[src/dss_cfg.svh]
`ifndef DSS_CFG_SVH
`define DSS_CFG_SVH
// Register word addresses (8-bit address, 16-bit data)
`define DSS_ADDR_MODE        8'h10
`define DSS_ADDR_SLOT_SEL    8'h11
`define DSS_ADDR_RATE        8'h12
`define DSS_ADDR_PD_SEL      8'h14
`define DSS_ADDR_STATUS      8'h15
`define DSS_ADDR_A_LED       8'h30
`define DSS_ADDR_A_PULSE     8'h31
`define DSS_ADDR_B_LED       8'h35
`define DSS_ADDR_B_PULSE     8'h36
`define DSS_ADDR_A_AFE       8'h39
`define DSS_ADDR_B_AFE       8'h3B
`define DSS_ADDR_FIFO        8'h60
`define DSS_ADDR_A_DATA      8'h64
`define DSS_ADDR_B_DATA      8'h65
// Field layout
`define DSS_PULSE_HI         15
`define DSS_PULSE_LO         8
`define DSS_PDA_HI           7
`define DSS_PDA_LO           4
`define DSS_PDB_HI           11
`define DSS_PDB_LO           8
// Reset values
`define DSS_RST_RATE         16'h0008
`define DSS_RST_PULSE        16'h0100
`define DSS_RST_LED          16'h0319
`define DSS_RST_AFE          16'h2209
// Mode encodings
`define DSS_MODE_STANDBY     2'h0
`define DSS_MODE_PROGRAM     2'h1
`define DSS_MODE_NORMAL      2'h2
// Photodiode routing encodings
`define DSS_PD_SPLIT         4'h5
`define DSS_PD_SUM           4'h1
// Timing
`define DSS_CLK_MHZ          200
`define DSS_BASE_US          25
`define DSS_PULSE_US         19
`define DSS_PROC_A_US        68
`define DSS_PROC_B_US        20
`define DSS_TICK_DIV         6250
`define DSS_FIFO_DEPTH       16
`endif

[src/dss_pkg.sv]
package dss_pkg;
  typedef enum logic [6:0] {
    DSS_IDLE   = 7'h01,
    DSS_SLOT_A = 7'h02,
    DSS_PROC_A = 7'h04,
    DSS_SLOT_B = 7'h08,
    DSS_PROC_B = 7'h10,
    DSS_WAIT   = 7'h20,
    DSS_SPARE  = 7'h40
  } dss_state_t;
endpackage

[src/dss_slot_if.sv]
`timescale 1ns/10ps
// Per-slot settings and result travelling to the slot datapath
interface dss_slot_if;
  logic [15:0] led_cfg;   // LED timing word
  logic [15:0] afe_cfg;   // Front-end timing word
  logic [3:0]  pd_sel;    // Input routing
  logic [15:0] sample;    // Raw sample input
  logic        capture;   // Capture strobe
  logic [15:0] result;    // Processed result
  modport seq (output led_cfg, output afe_cfg, output pd_sel, output sample, output capture, input result);
  modport path (input led_cfg, input afe_cfg, input pd_sel, input sample, input capture, output result);
endinterface

[src/dss_seq.sv]
`timescale 1ns/10ps
`include "dss_cfg.svh"
// Behaviour
// RQ1: Slot A then slot B, never overlapping
// RQ2: Each slot pulses, captures, processes itself
// RQ3: Separate settings and result per slot
// RQ4: Slot A lasts 25+19 per pulse us
// RQ5: Slot B lasts 25+19 per pulse us
// RQ6: Slot A processing takes 68 us
// RQ7: Slot B processing takes 20 us
// RQ8: Sixteen-bit rate field sets period
// RQ9: Host programs recommended timing words
// RQ10: Results in registers and a FIFO
// RQ11: Small diode channel 3, large 4
// RQ12: Either slot may select photodiodes
// RQ13: Host frames accesses with chip select; the register port has no chip select, only reg_wr and reg_rd strobes
// RQ14: 32 kHz tick paces the sequencer
// RQ15: Unused slot is skipped entirely
// RQ16: Standby, program and normal modes
// RQ17: Idle until next period boundary
module dss_seq #(
  parameter int TICK_DIV = `DSS_TICK_DIV
) (
  // Clock and reset
  input  wire logic        clk,
  input  wire logic        rst,
  // Register port (word access, same clock)
  input  wire logic        reg_wr,
  input  wire logic        reg_rd,
  input  wire logic [7:0]  reg_addr,
  input  wire logic [15:0] reg_wdata,
  output logic      [15:0] reg_rdata,
  // Photodiode samples from the front end (pin domain)
  input  wire logic [15:0] small_photodiode,
  input  wire logic [15:0] large_photodiode,
  // LED drive and status
  output logic             led_on,
  output logic             slot_a_active,
  output logic             slot_b_active,
  output logic             fifo_empty
);
  // Cycle counts derived from the time figures
  localparam int CYC_US   = `DSS_CLK_MHZ;
  localparam int BASE_CYC = `DSS_BASE_US * CYC_US;
  localparam int PULS_CYC = `DSS_PULSE_US * CYC_US;
  localparam int PRA_CYC  = `DSS_PROC_A_US * CYC_US;
  localparam int PRB_CYC  = `DSS_PROC_B_US * CYC_US;
  localparam int DEPTH    = `DSS_FIFO_DEPTH;

  // Registers
  logic [1:0]  mode;          // Operating mode
  logic [1:0]  slot_en;       // Bit0 slot A, bit1 slot B
  logic [15:0] rate;          // Ticks per sampling period
  logic [15:0] pd_sel;        // Input routing
  logic [15:0] a_led, a_pulse, a_afe;
  logic [15:0] b_led, b_pulse, b_afe;

  // Sequencer state
  dss_pkg::dss_state_t state, next_state;
  logic [23:0] cnt;           // Cycles remaining in current phase
  logic [12:0] div;           // Tick divider
  logic [15:0] per;           // Ticks left in period
  logic        tick;          // 32 kHz tick pulse

  // Two-stage synchronisers on the sample pins
  logic [31:0] smp_s1, smp_s2;

  // FIFO storage
  logic [15:0] fifo_mem [DEPTH];
  logic [3:0]  wp, rp;
  logic [4:0]  fcount;

  // Slot bundles
  dss_slot_if sa();
  dss_slot_if sb();

  // Sample pins are outside the clock domain
  always_ff @(posedge clk or posedge rst) begin
    if (rst) begin
      smp_s1 <= 32'h0000_0000;
      smp_s2 <= 32'h0000_0000;
    end else begin
      smp_s1 <= {large_photodiode, small_photodiode};
      smp_s2 <= smp_s1;
    end
  end

  // Channel 4 carries the large diode, channel 3 the small; summing combines them
  wire [15:0] ch3 = smp_s2[15:0];                       // RQ11
  wire [15:0] ch4 = smp_s2[31:16];                      // RQ11
  wire [15:0] ch_sum = ch3 + ch4;                        // RQ11
  wire [3:0]  pd_a = pd_sel[`DSS_PDA_HI:`DSS_PDA_LO];
  wire [3:0]  pd_b = pd_sel[`DSS_PDB_HI:`DSS_PDB_LO];
  wire [15:0] samp_a = (pd_a == `DSS_PD_SUM) ? ch_sum : ch4;
  wire [15:0] samp_b = (pd_b == `DSS_PD_SUM) ? ch_sum : ch4;

  // Per-slot datapaths
  assign sa.led_cfg = a_led;                             // RQ3
  assign sa.afe_cfg = a_afe;
  assign sa.pd_sel  = pd_a;                              // RQ12
  assign sa.sample  = samp_a;
  assign sb.led_cfg = b_led;                             // RQ3
  assign sb.afe_cfg = b_afe;
  assign sb.pd_sel  = pd_b;                              // RQ12
  assign sb.sample  = samp_b;

  dss_slot_path u_path_a (
    .clk (clk),
    .rst (rst),
    .sl  (sa)
  );
  dss_slot_path u_path_b (
    .clk (clk),
    .rst (rst),
    .sl  (sb)
  );

  // Phase lengths; pulse count comes from the upper byte
  wire [7:0]  na = a_pulse[`DSS_PULSE_HI:`DSS_PULSE_LO];
  wire [7:0]  nb = b_pulse[`DSS_PULSE_HI:`DSS_PULSE_LO];
  wire [23:0] len_a = 24'(BASE_CYC) + 24'(PULS_CYC) * {16'h0000, na}; // RQ4
  wire [23:0] len_b = 24'(BASE_CYC) + 24'(PULS_CYC) * {16'h0000, nb}; // RQ5
  wire        running = (mode == `DSS_MODE_NORMAL);      // RQ16
  wire        phase_end = (cnt == 24'h000001);
  wire        boundary = tick && (per == 16'h0001);      // RQ8 RQ17

  // First phase of a period; a disabled slot is skipped
  dss_pkg::dss_state_t first_slot;
  assign first_slot = slot_en[0] ? dss_pkg::DSS_SLOT_A :
                      (slot_en[1] ? dss_pkg::DSS_SLOT_B : dss_pkg::DSS_WAIT); // RQ15

  // Capture on the last cycle of each slot, after its pulse train and base span, inside that slot
  assign sa.capture = (state == dss_pkg::DSS_SLOT_A) && phase_end; // RQ2
  assign sb.capture = (state == dss_pkg::DSS_SLOT_B) && phase_end; // RQ2

  // Pulse window inside a slot: LED on for the first half of each pulse slot
  wire [23:0] in_slot = cnt;
  wire        in_pulse = (in_slot > 24'(BASE_CYC)) &&
                         (((in_slot - 24'(BASE_CYC)) % 24'(PULS_CYC)) > 24'(PULS_CYC / 2));

  // Next-state logic: strict A -> procA -> B -> procB -> wait
  always_comb begin
    next_state = state;
    case (state)
      dss_pkg::DSS_IDLE: begin
        if (running && boundary) begin
          next_state = first_slot;                                             // RQ15
        end
      end
      dss_pkg::DSS_SLOT_A: if (phase_end) next_state = dss_pkg::DSS_PROC_A;    // RQ1
      dss_pkg::DSS_PROC_A: if (phase_end) next_state = slot_en[1] ? dss_pkg::DSS_SLOT_B
                                                                  : dss_pkg::DSS_WAIT; // RQ1 RQ15
      dss_pkg::DSS_SLOT_B: if (phase_end) next_state = dss_pkg::DSS_PROC_B;    // RQ1
      dss_pkg::DSS_PROC_B: if (phase_end) next_state = dss_pkg::DSS_WAIT;
      dss_pkg::DSS_WAIT: begin
        // Hold until the next period boundary, so each period starts on a boundary
        if (boundary) begin
          next_state = first_slot;                                             // RQ17
        end
      end
      default: next_state = dss_pkg::DSS_IDLE;
    endcase
    if (!running) begin
      next_state = dss_pkg::DSS_IDLE;                                          // RQ16
    end
  end

  // Load of the phase counter on entry
  wire        enter = (next_state != state);
  wire [23:0] load_val = (next_state == dss_pkg::DSS_SLOT_A) ? len_a :
                         (next_state == dss_pkg::DSS_PROC_A) ? 24'(PRA_CYC) :   // RQ6
                         (next_state == dss_pkg::DSS_SLOT_B) ? len_b :
                         (next_state == dss_pkg::DSS_PROC_B) ? 24'(PRB_CYC) :   // RQ7
                         24'h000000;

  // State and phase counter
  always_ff @(posedge clk or posedge rst) begin
    if (rst) begin
      state <= dss_pkg::DSS_IDLE;
      cnt   <= 24'h000000;
    end else begin
      state <= next_state;
      cnt   <= enter ? load_val : ((cnt != 24'h000000) ? cnt - 24'h000001 : cnt);
    end
  end

  // 32 kHz tick; the divider is held at zero outside normal mode
  always_ff @(posedge clk or posedge rst) begin
    if (rst) begin
      div  <= 13'h0000;
      tick <= 1'b0;
    end else begin
      tick <= (div == 13'(TICK_DIV - 1));                // RQ14
      div  <= (!running || div == 13'(TICK_DIV - 1)) ? 13'h0000 : div + 13'h0001;
    end
  end

  // Period counter in ticks; the first boundary comes one tick after start
  always_ff @(posedge clk or posedge rst) begin
    if (rst) begin
      per <= 16'h0001;
    end else if (!running) begin
      per <= 16'h0001;
    end else if (tick) begin
      per <= (per <= 16'h0001) ? ((rate == 16'h0000) ? 16'h0001 : rate) : per - 16'h0001; // RQ8
    end
  end

  // Processed result pushed to the FIFO at the end of processing
  wire        push_a = (state == dss_pkg::DSS_PROC_A) && phase_end;
  wire        push_b = (state == dss_pkg::DSS_PROC_B) && phase_end;
  wire        push = (push_a | push_b) && (fcount != 5'(DEPTH)); // Full drops the sample
  wire [15:0] push_data = push_a ? sa.result : sb.result;
  wire        fifo_rd = reg_rd && (reg_addr == `DSS_ADDR_FIFO) && (fcount != 5'h00);

  // FIFO pointers and storage
  always_ff @(posedge clk or posedge rst) begin
    if (rst) begin
      wp     <= 4'h0;
      rp     <= 4'h0;
      fcount <= 5'h00;
    end else begin
      wp     <= push ? wp + 4'h1 : wp;                   // RQ10
      rp     <= fifo_rd ? rp + 4'h1 : rp;
      fcount <= fcount + {4'h0, push} - {4'h0, fifo_rd};
    end
  end
  always_ff @(posedge clk) begin
    if (push) begin
      fifo_mem[wp] <= push_data;                         // RQ10
    end
  end

  // Register writes; setting registers only change in program mode
  wire wr_ok = reg_wr && (mode == `DSS_MODE_PROGRAM);    // RQ16
  always_ff @(posedge clk or posedge rst) begin
    if (rst) begin
      mode    <= `DSS_MODE_STANDBY;
      slot_en <= 2'h3;
      rate    <= `DSS_RST_RATE;
      pd_sel  <= 16'h0000;
      a_led   <= `DSS_RST_LED;
      a_pulse <= `DSS_RST_PULSE;
      a_afe   <= `DSS_RST_AFE;
      b_led   <= `DSS_RST_LED;
      b_pulse <= `DSS_RST_PULSE;
      b_afe   <= `DSS_RST_AFE;
    end else begin
      if (reg_wr && reg_addr == `DSS_ADDR_MODE) begin
        mode <= reg_wdata[1:0];                          // RQ16
      end
      if (wr_ok) begin
        if (reg_addr == `DSS_ADDR_SLOT_SEL) begin
          slot_en <= reg_wdata[1:0];                     // RQ15
        end else if (reg_addr == `DSS_ADDR_RATE) begin
          rate <= reg_wdata;                             // RQ8
        end else if (reg_addr == `DSS_ADDR_PD_SEL) begin
          pd_sel <= reg_wdata;
        end else if (reg_addr == `DSS_ADDR_A_LED) begin
          a_led <= reg_wdata;                            // RQ3
        end else if (reg_addr == `DSS_ADDR_A_PULSE) begin
          a_pulse <= reg_wdata;
        end else if (reg_addr == `DSS_ADDR_A_AFE) begin
          a_afe <= reg_wdata;
        end else if (reg_addr == `DSS_ADDR_B_LED) begin
          b_led <= reg_wdata;                            // RQ3
        end else if (reg_addr == `DSS_ADDR_B_PULSE) begin
          b_pulse <= reg_wdata;
        end else if (reg_addr == `DSS_ADDR_B_AFE) begin
          b_afe <= reg_wdata;
        end
      end
    end
  end

  // Read decode; unmapped addresses read as zero
  wire [15:0] rd_mux =
    (reg_addr == `DSS_ADDR_MODE)     ? {14'h0000, mode} :
    (reg_addr == `DSS_ADDR_SLOT_SEL) ? {14'h0000, slot_en} :
    (reg_addr == `DSS_ADDR_RATE)     ? rate :
    (reg_addr == `DSS_ADDR_PD_SEL)   ? pd_sel :
    (reg_addr == `DSS_ADDR_STATUS)   ? {9'h000, state} :
    (reg_addr == `DSS_ADDR_A_LED)    ? a_led :
    (reg_addr == `DSS_ADDR_A_PULSE)  ? a_pulse :
    (reg_addr == `DSS_ADDR_A_AFE)    ? a_afe :
    (reg_addr == `DSS_ADDR_B_LED)    ? b_led :
    (reg_addr == `DSS_ADDR_B_PULSE)  ? b_pulse :
    (reg_addr == `DSS_ADDR_B_AFE)    ? b_afe :
    (reg_addr == `DSS_ADDR_FIFO)     ? ((fcount != 5'h00) ? fifo_mem[rp] : 16'h0000) :
    (reg_addr == `DSS_ADDR_A_DATA)   ? sa.result :       // RQ10
    (reg_addr == `DSS_ADDR_B_DATA)   ? sb.result :       // RQ10
    16'h0000;

  // Registered outputs
  always_ff @(posedge clk or posedge rst) begin
    if (rst) begin
      reg_rdata     <= 16'h0000;
      led_on        <= 1'b0;
      slot_a_active <= 1'b0;
      slot_b_active <= 1'b0;
      fifo_empty    <= 1'b1;
    end else begin
      reg_rdata     <= reg_rd ? rd_mux : 16'h0000;
      led_on        <= ((state == dss_pkg::DSS_SLOT_A) || (state == dss_pkg::DSS_SLOT_B)) && in_pulse; // RQ2
      slot_a_active <= (state == dss_pkg::DSS_SLOT_A);   // RQ1
      slot_b_active <= (state == dss_pkg::DSS_SLOT_B);   // RQ1
      fifo_empty    <= (fcount == 5'h00) || (fcount == 5'h01 && fifo_rd && !push);
    end
  end
endmodule

[src/dss_slot_path.sv]
`timescale 1ns/10ps
`include "dss_cfg.svh"
// One slot datapath: owns its own captured result
module dss_slot_path (
  // Clock and reset
  input wire logic clk,
  input wire logic rst,
  // Slot bundle
  dss_slot_if.path sl
);
  // Which photodiode sum reaches the measured channel
  wire        split = (sl.pd_sel == `DSS_PD_SPLIT);
  wire        summed = (sl.pd_sel == `DSS_PD_SUM);
  wire [15:0] routed = (split | summed) ? sl.sample : 16'h0000;
  // Result register: only this slot's capture touches it
  always_ff @(posedge clk or posedge rst) begin
    if (rst) begin
      sl.result <= 16'h0000;
    end else if (sl.capture) begin
      sl.result <= routed; // RQ3 RQ12
    end
  end
endmodule

[config.mk]
export PLATFORM = sky130hd
export DESIGN_NAME = dss_seq
export DESIGN_NICKNAME = d
export VERILOG_FILES = /design/src/dss_pkg.sv /design/src/dss_slot_if.sv /design/src/dss_seq.sv /design/src/dss_slot_path.sv
export VERILOG_INCLUDE_DIRS = /design/src
export SDC_FILE = /design/constraint.sdc
export NUM_CORES = 1
export LEC_CHECK = 0
export BUFFER_PORTS_ARGS = -buffer_cell sky130_fd_sc_hd__buf_2
export CAP_MARGIN = 20
export CORE_UTILIZATION = 61
export CTS_CLUSTER_SIZE = 16
export DETAILED_ROUTE_END_ITERATION = 12
export PLACE_DENSITY = 0.78
export RECOVER_POWER = 25
export SYNTH_ARGS = -nofsm -noshare
export SYNTH_HDL_FRONTEND = slang
export SYNTH_SLANG_ARGS = --single-unit
[constraint.sdc]
create_clock -name clk -period 13.18 [get_ports clk]
set_input_delay 0.659 -clock clk [delete_from_list [all_inputs] [get_ports clk]]
set_output_delay 0.659 -clock clk [all_outputs]
set_load 0.02 [all_outputs]
==> impl_metrics.csv <==
group,metric,value,unit
finish,post-route-cell-area,38100,µm²
timing,fin_skew,0.0782,ns
yosys,yosysSeqAreaShare,0.458,
setup_path,reg2reg_slack,0.43,ns
drt,post-route-drc-count,0,
grt,grt_pass1_vias,25800,
worst_hold_path,min_path_type,"in2reg",
clocking,clockBufferDepth,3,
finish,final_nets,3378,
grt,grt_first_pass_wirelength,142,mm
drt,avgViaCountPerCell,6.62,
finish,register_area,15800,µm²
placed_design,pre_cts_ws,-0.203,ns
floorplan,rows,86,
timing,final-setup-viol-count,0,
drt,met3_length,7.39,mm
grt,grt_max_degree,97,
run_status,violations,"max-capacitance violations, max-slew violations",
timing,finalHoldViolCount,0,
finish,drive_gt1_frac,0.189,
setup_path,slowest_stage,"or4_1",
yosys,avgSynthCellArea,11.2,µm²
finish,instances_no_fill,3936,
timing,setup_slack,0.435,ns
grt,grt_usage,0.318,
placed_design,gp_congestion,0.965,
drt,finalWirelength,92.1,mm
finish,n_antenna_cell,0,
timing,fmax,78.5,MHz
timing,worst_slew_pin_slew,4.20,ns
setup_path,cp-start-kind,"register",
timing,finalMaxSlewViolations,251,
run_status,status,"finished with violations",
placed_design,placed_area,35700,µm²
floorplan,start_util,0.621,
clocking,h-tree-depth,2,
finish,fill_cells,3908,
yosys,ys_warn_count,0,
setup_path,endpoint_kind,"register",
floorplan,dieArea,57500,µm²
timing,finalSetupTns,0,ns
drt,post_drt_wl_per_cell,23.4,µm
floorplan,die_y,240,µm
setup_path,path_class,"reg2reg",
drt,antenna_left,0,
yosys,synth_fp_nets,3314,
drt,wl_met2,44.6,mm
yosys,synthArstFlopShare,0.557,
clocking,cts_sinks,578,
yosys,synthFlopType,"dfrtp_1",
setup_path,max_stage_delay,0.59,ns
yosys,ys_types,131,
setup_path,arrival,13.21,ns
yosys,synth_cells,3077,
setup_path,crit_path_max_fanout,12,
finish,area_growth,10.6,%
timing,relSlewSlack,-1.82,
setup_path,crit_required,13.65,ns
finish,multi_input_area,17900,µm²
clocking,cts_made_buffers,55,
floorplan,ios,80,
yosys,syn_area,34500,µm²
drt,vias,26100,
timing,finalCritPeriodShare,0.967,
drt,drt-initial-drc-count,2625,
clocking,tritoncts,"built",
clocking,ctsHoldBuffers,0,
run,drv_cap,3,
floorplan,die_x,240,µm
drt,dr.pass1.iters,8,
placed_design,dp_hpwl,63.4,mm
grt,grt_antenna_before_repair,0,
clocking,root_buffer,"clkbuf_16",
timing,period_needed,12.75,ns
clocking,clkTransAtPathRegs,0.07,ns
yosys,yosys_register_bits,578,
yosys,synth_edf_count,256,
clocking,clk-insertion-delay-late,0.65,ns
floorplan,core,55500,µm²
drt,wl_met1,36.8,mm
grt,globalRouteOverflowTotal,0,
placed_design,port_buffers,79,
drt,routed.top_layer,"met4",
placed_design,dp_cells,3812,
placed cells by master (no fill, tap or decap), types with 82 or more instances in the layout:
cell type / synthesis / final
xnor2_1: 136 / 132
edfxtp_1: 256 / 256
mux2_2: 155 / 155
nor2_1: 205 / 205
inv_1: 159 / 158
nand3_1: 82 / 82
nand2_1: 202 / 200
a21oi_1: 188 / 180
ha_1: 125 / 125
o21ai_0: 116 / 115
dfrtp_1: 296 / 293
kinds of logic after synthesis:
logic type,after synthesis,share of synthesized area
compound gates,730,0.151
xor+xnor,201,0.0513
fa+ha+maj,180,0.0764
buf+inv,304,0.0348
flops,578,0.458
mux,282,0.114
other cells,1,0.000109
simple gates,801,0.115
layer usage:
metal  vias up  track usage
met5         -            0
met4         0        0.119
met3       230       0.0567
met2      1161        0.526
met1     13100        0.420
li1      11600            -
metrics by stage:
| stage | hold slack, ns | utilization |
|---|---|---|
| 2_1_floorplan | 0.331 | - |
| 3_3_place_gp | 0.332 | 0.642 |
| 3_5_place_dp | 0.335 | 0.642 |
| 4_1_cts | 0.0973 | 0.680 |
| 5_1_grt | 0.110 | 0.687 |
| 6_report | 0.126 | 0.687 |
area by class of cell:
type	instances	area share
timing repair buffer	150	0.0240
sequential	578	0.414
tap	748	0.0245
clock inverter	35	0.0122
clock buffer	69	0.0399
inverter	161	0.0159
multi-input combinational	2195	0.469
sequential cells by signal, indices dropped and copies added, names as in the netlist, 7 cells and up:
signal and flops:
u_path_a.sl.result 16, fifo_mem 256, per 16, a_afe 16, smp_s2 32, rate 16, reg_rdata 16, pd_sel 16
b_led 16, div 13, smp_s1 32, b_afe 16, a_led 16, cnt 24, state 7, u_path_b.sl.result 16
b_pulse 16, a_pulse 16
what timing repair did:
action | CTS | global route
pin swaps | 0 | 9
setup endpoints to repair | 1 | 1
buffers inserted | 0 | 13
gates resized for setup | 12 | 49
critical path, delay by kind of cell (launching register included):
kind / cells / cell delay [ns]
buffers and inverters: 2 / 0.39
flip-flops: 1 / 0.48
multiplexers: 4 / 1.51
AND/OR/NAND/NOR: 9 / 3.00
adder cells (fa/ha/maj): 1 / 0.24
AO/OA/AOI/OAI: 28 / 7.00
final timing paths:
path	startpoint	to	cells after the start
max	cnt[4]	led_on	44
min reg2reg	smp_s1[23]	smp_s2[23]	0
max in group asynchronous	rst	rp[0]	3
min	small_photodiode[6]	smp_s1[6]	1
min in group asynchronous	rst	rate[13]	2
max reg2reg	cnt[4]	led_on	44
synthesized netlist by cell type, drive strengths merged (21+ instances only):
master | number | area, µm²
inv | 159 | 597
o21bai | 28 | 210
and2 | 27 | 169
a211oi | 31 | 243
nor2 | 207 | 782
a21oi | 192 | 983
o31ai | 44 | 354
clkbuf | 102 | 385
mux2 | 158 | 1780
buf | 41 | 211
edfxtp | 256 | 7690
dfrtp | 296 | 7410
xnor2 | 137 | 1210
nand2 | 202 | 758
a22oi | 28 | 210
o211ai | 21 | 163
mux4 | 71 | 1600
nand2b | 26 | 163
dfstp | 26 | 683
fa | 52 | 1040
nand4 | 23 | 144
nor2b | 22 | 138
a221oi | 39 | 360
nand3 | 83 | 420
xor2 | 64 | 561
or3 | 27 | 169
nor4 | 34 | 234
o21ai | 135 | 706
mux2i | 53 | 547
ha | 125 | 1560
nor3 | 56 | 280
Power is left out: the tool's default activity adds up to more than one toggle a clock period on the data nets, which glitch-free logic cannot reach.
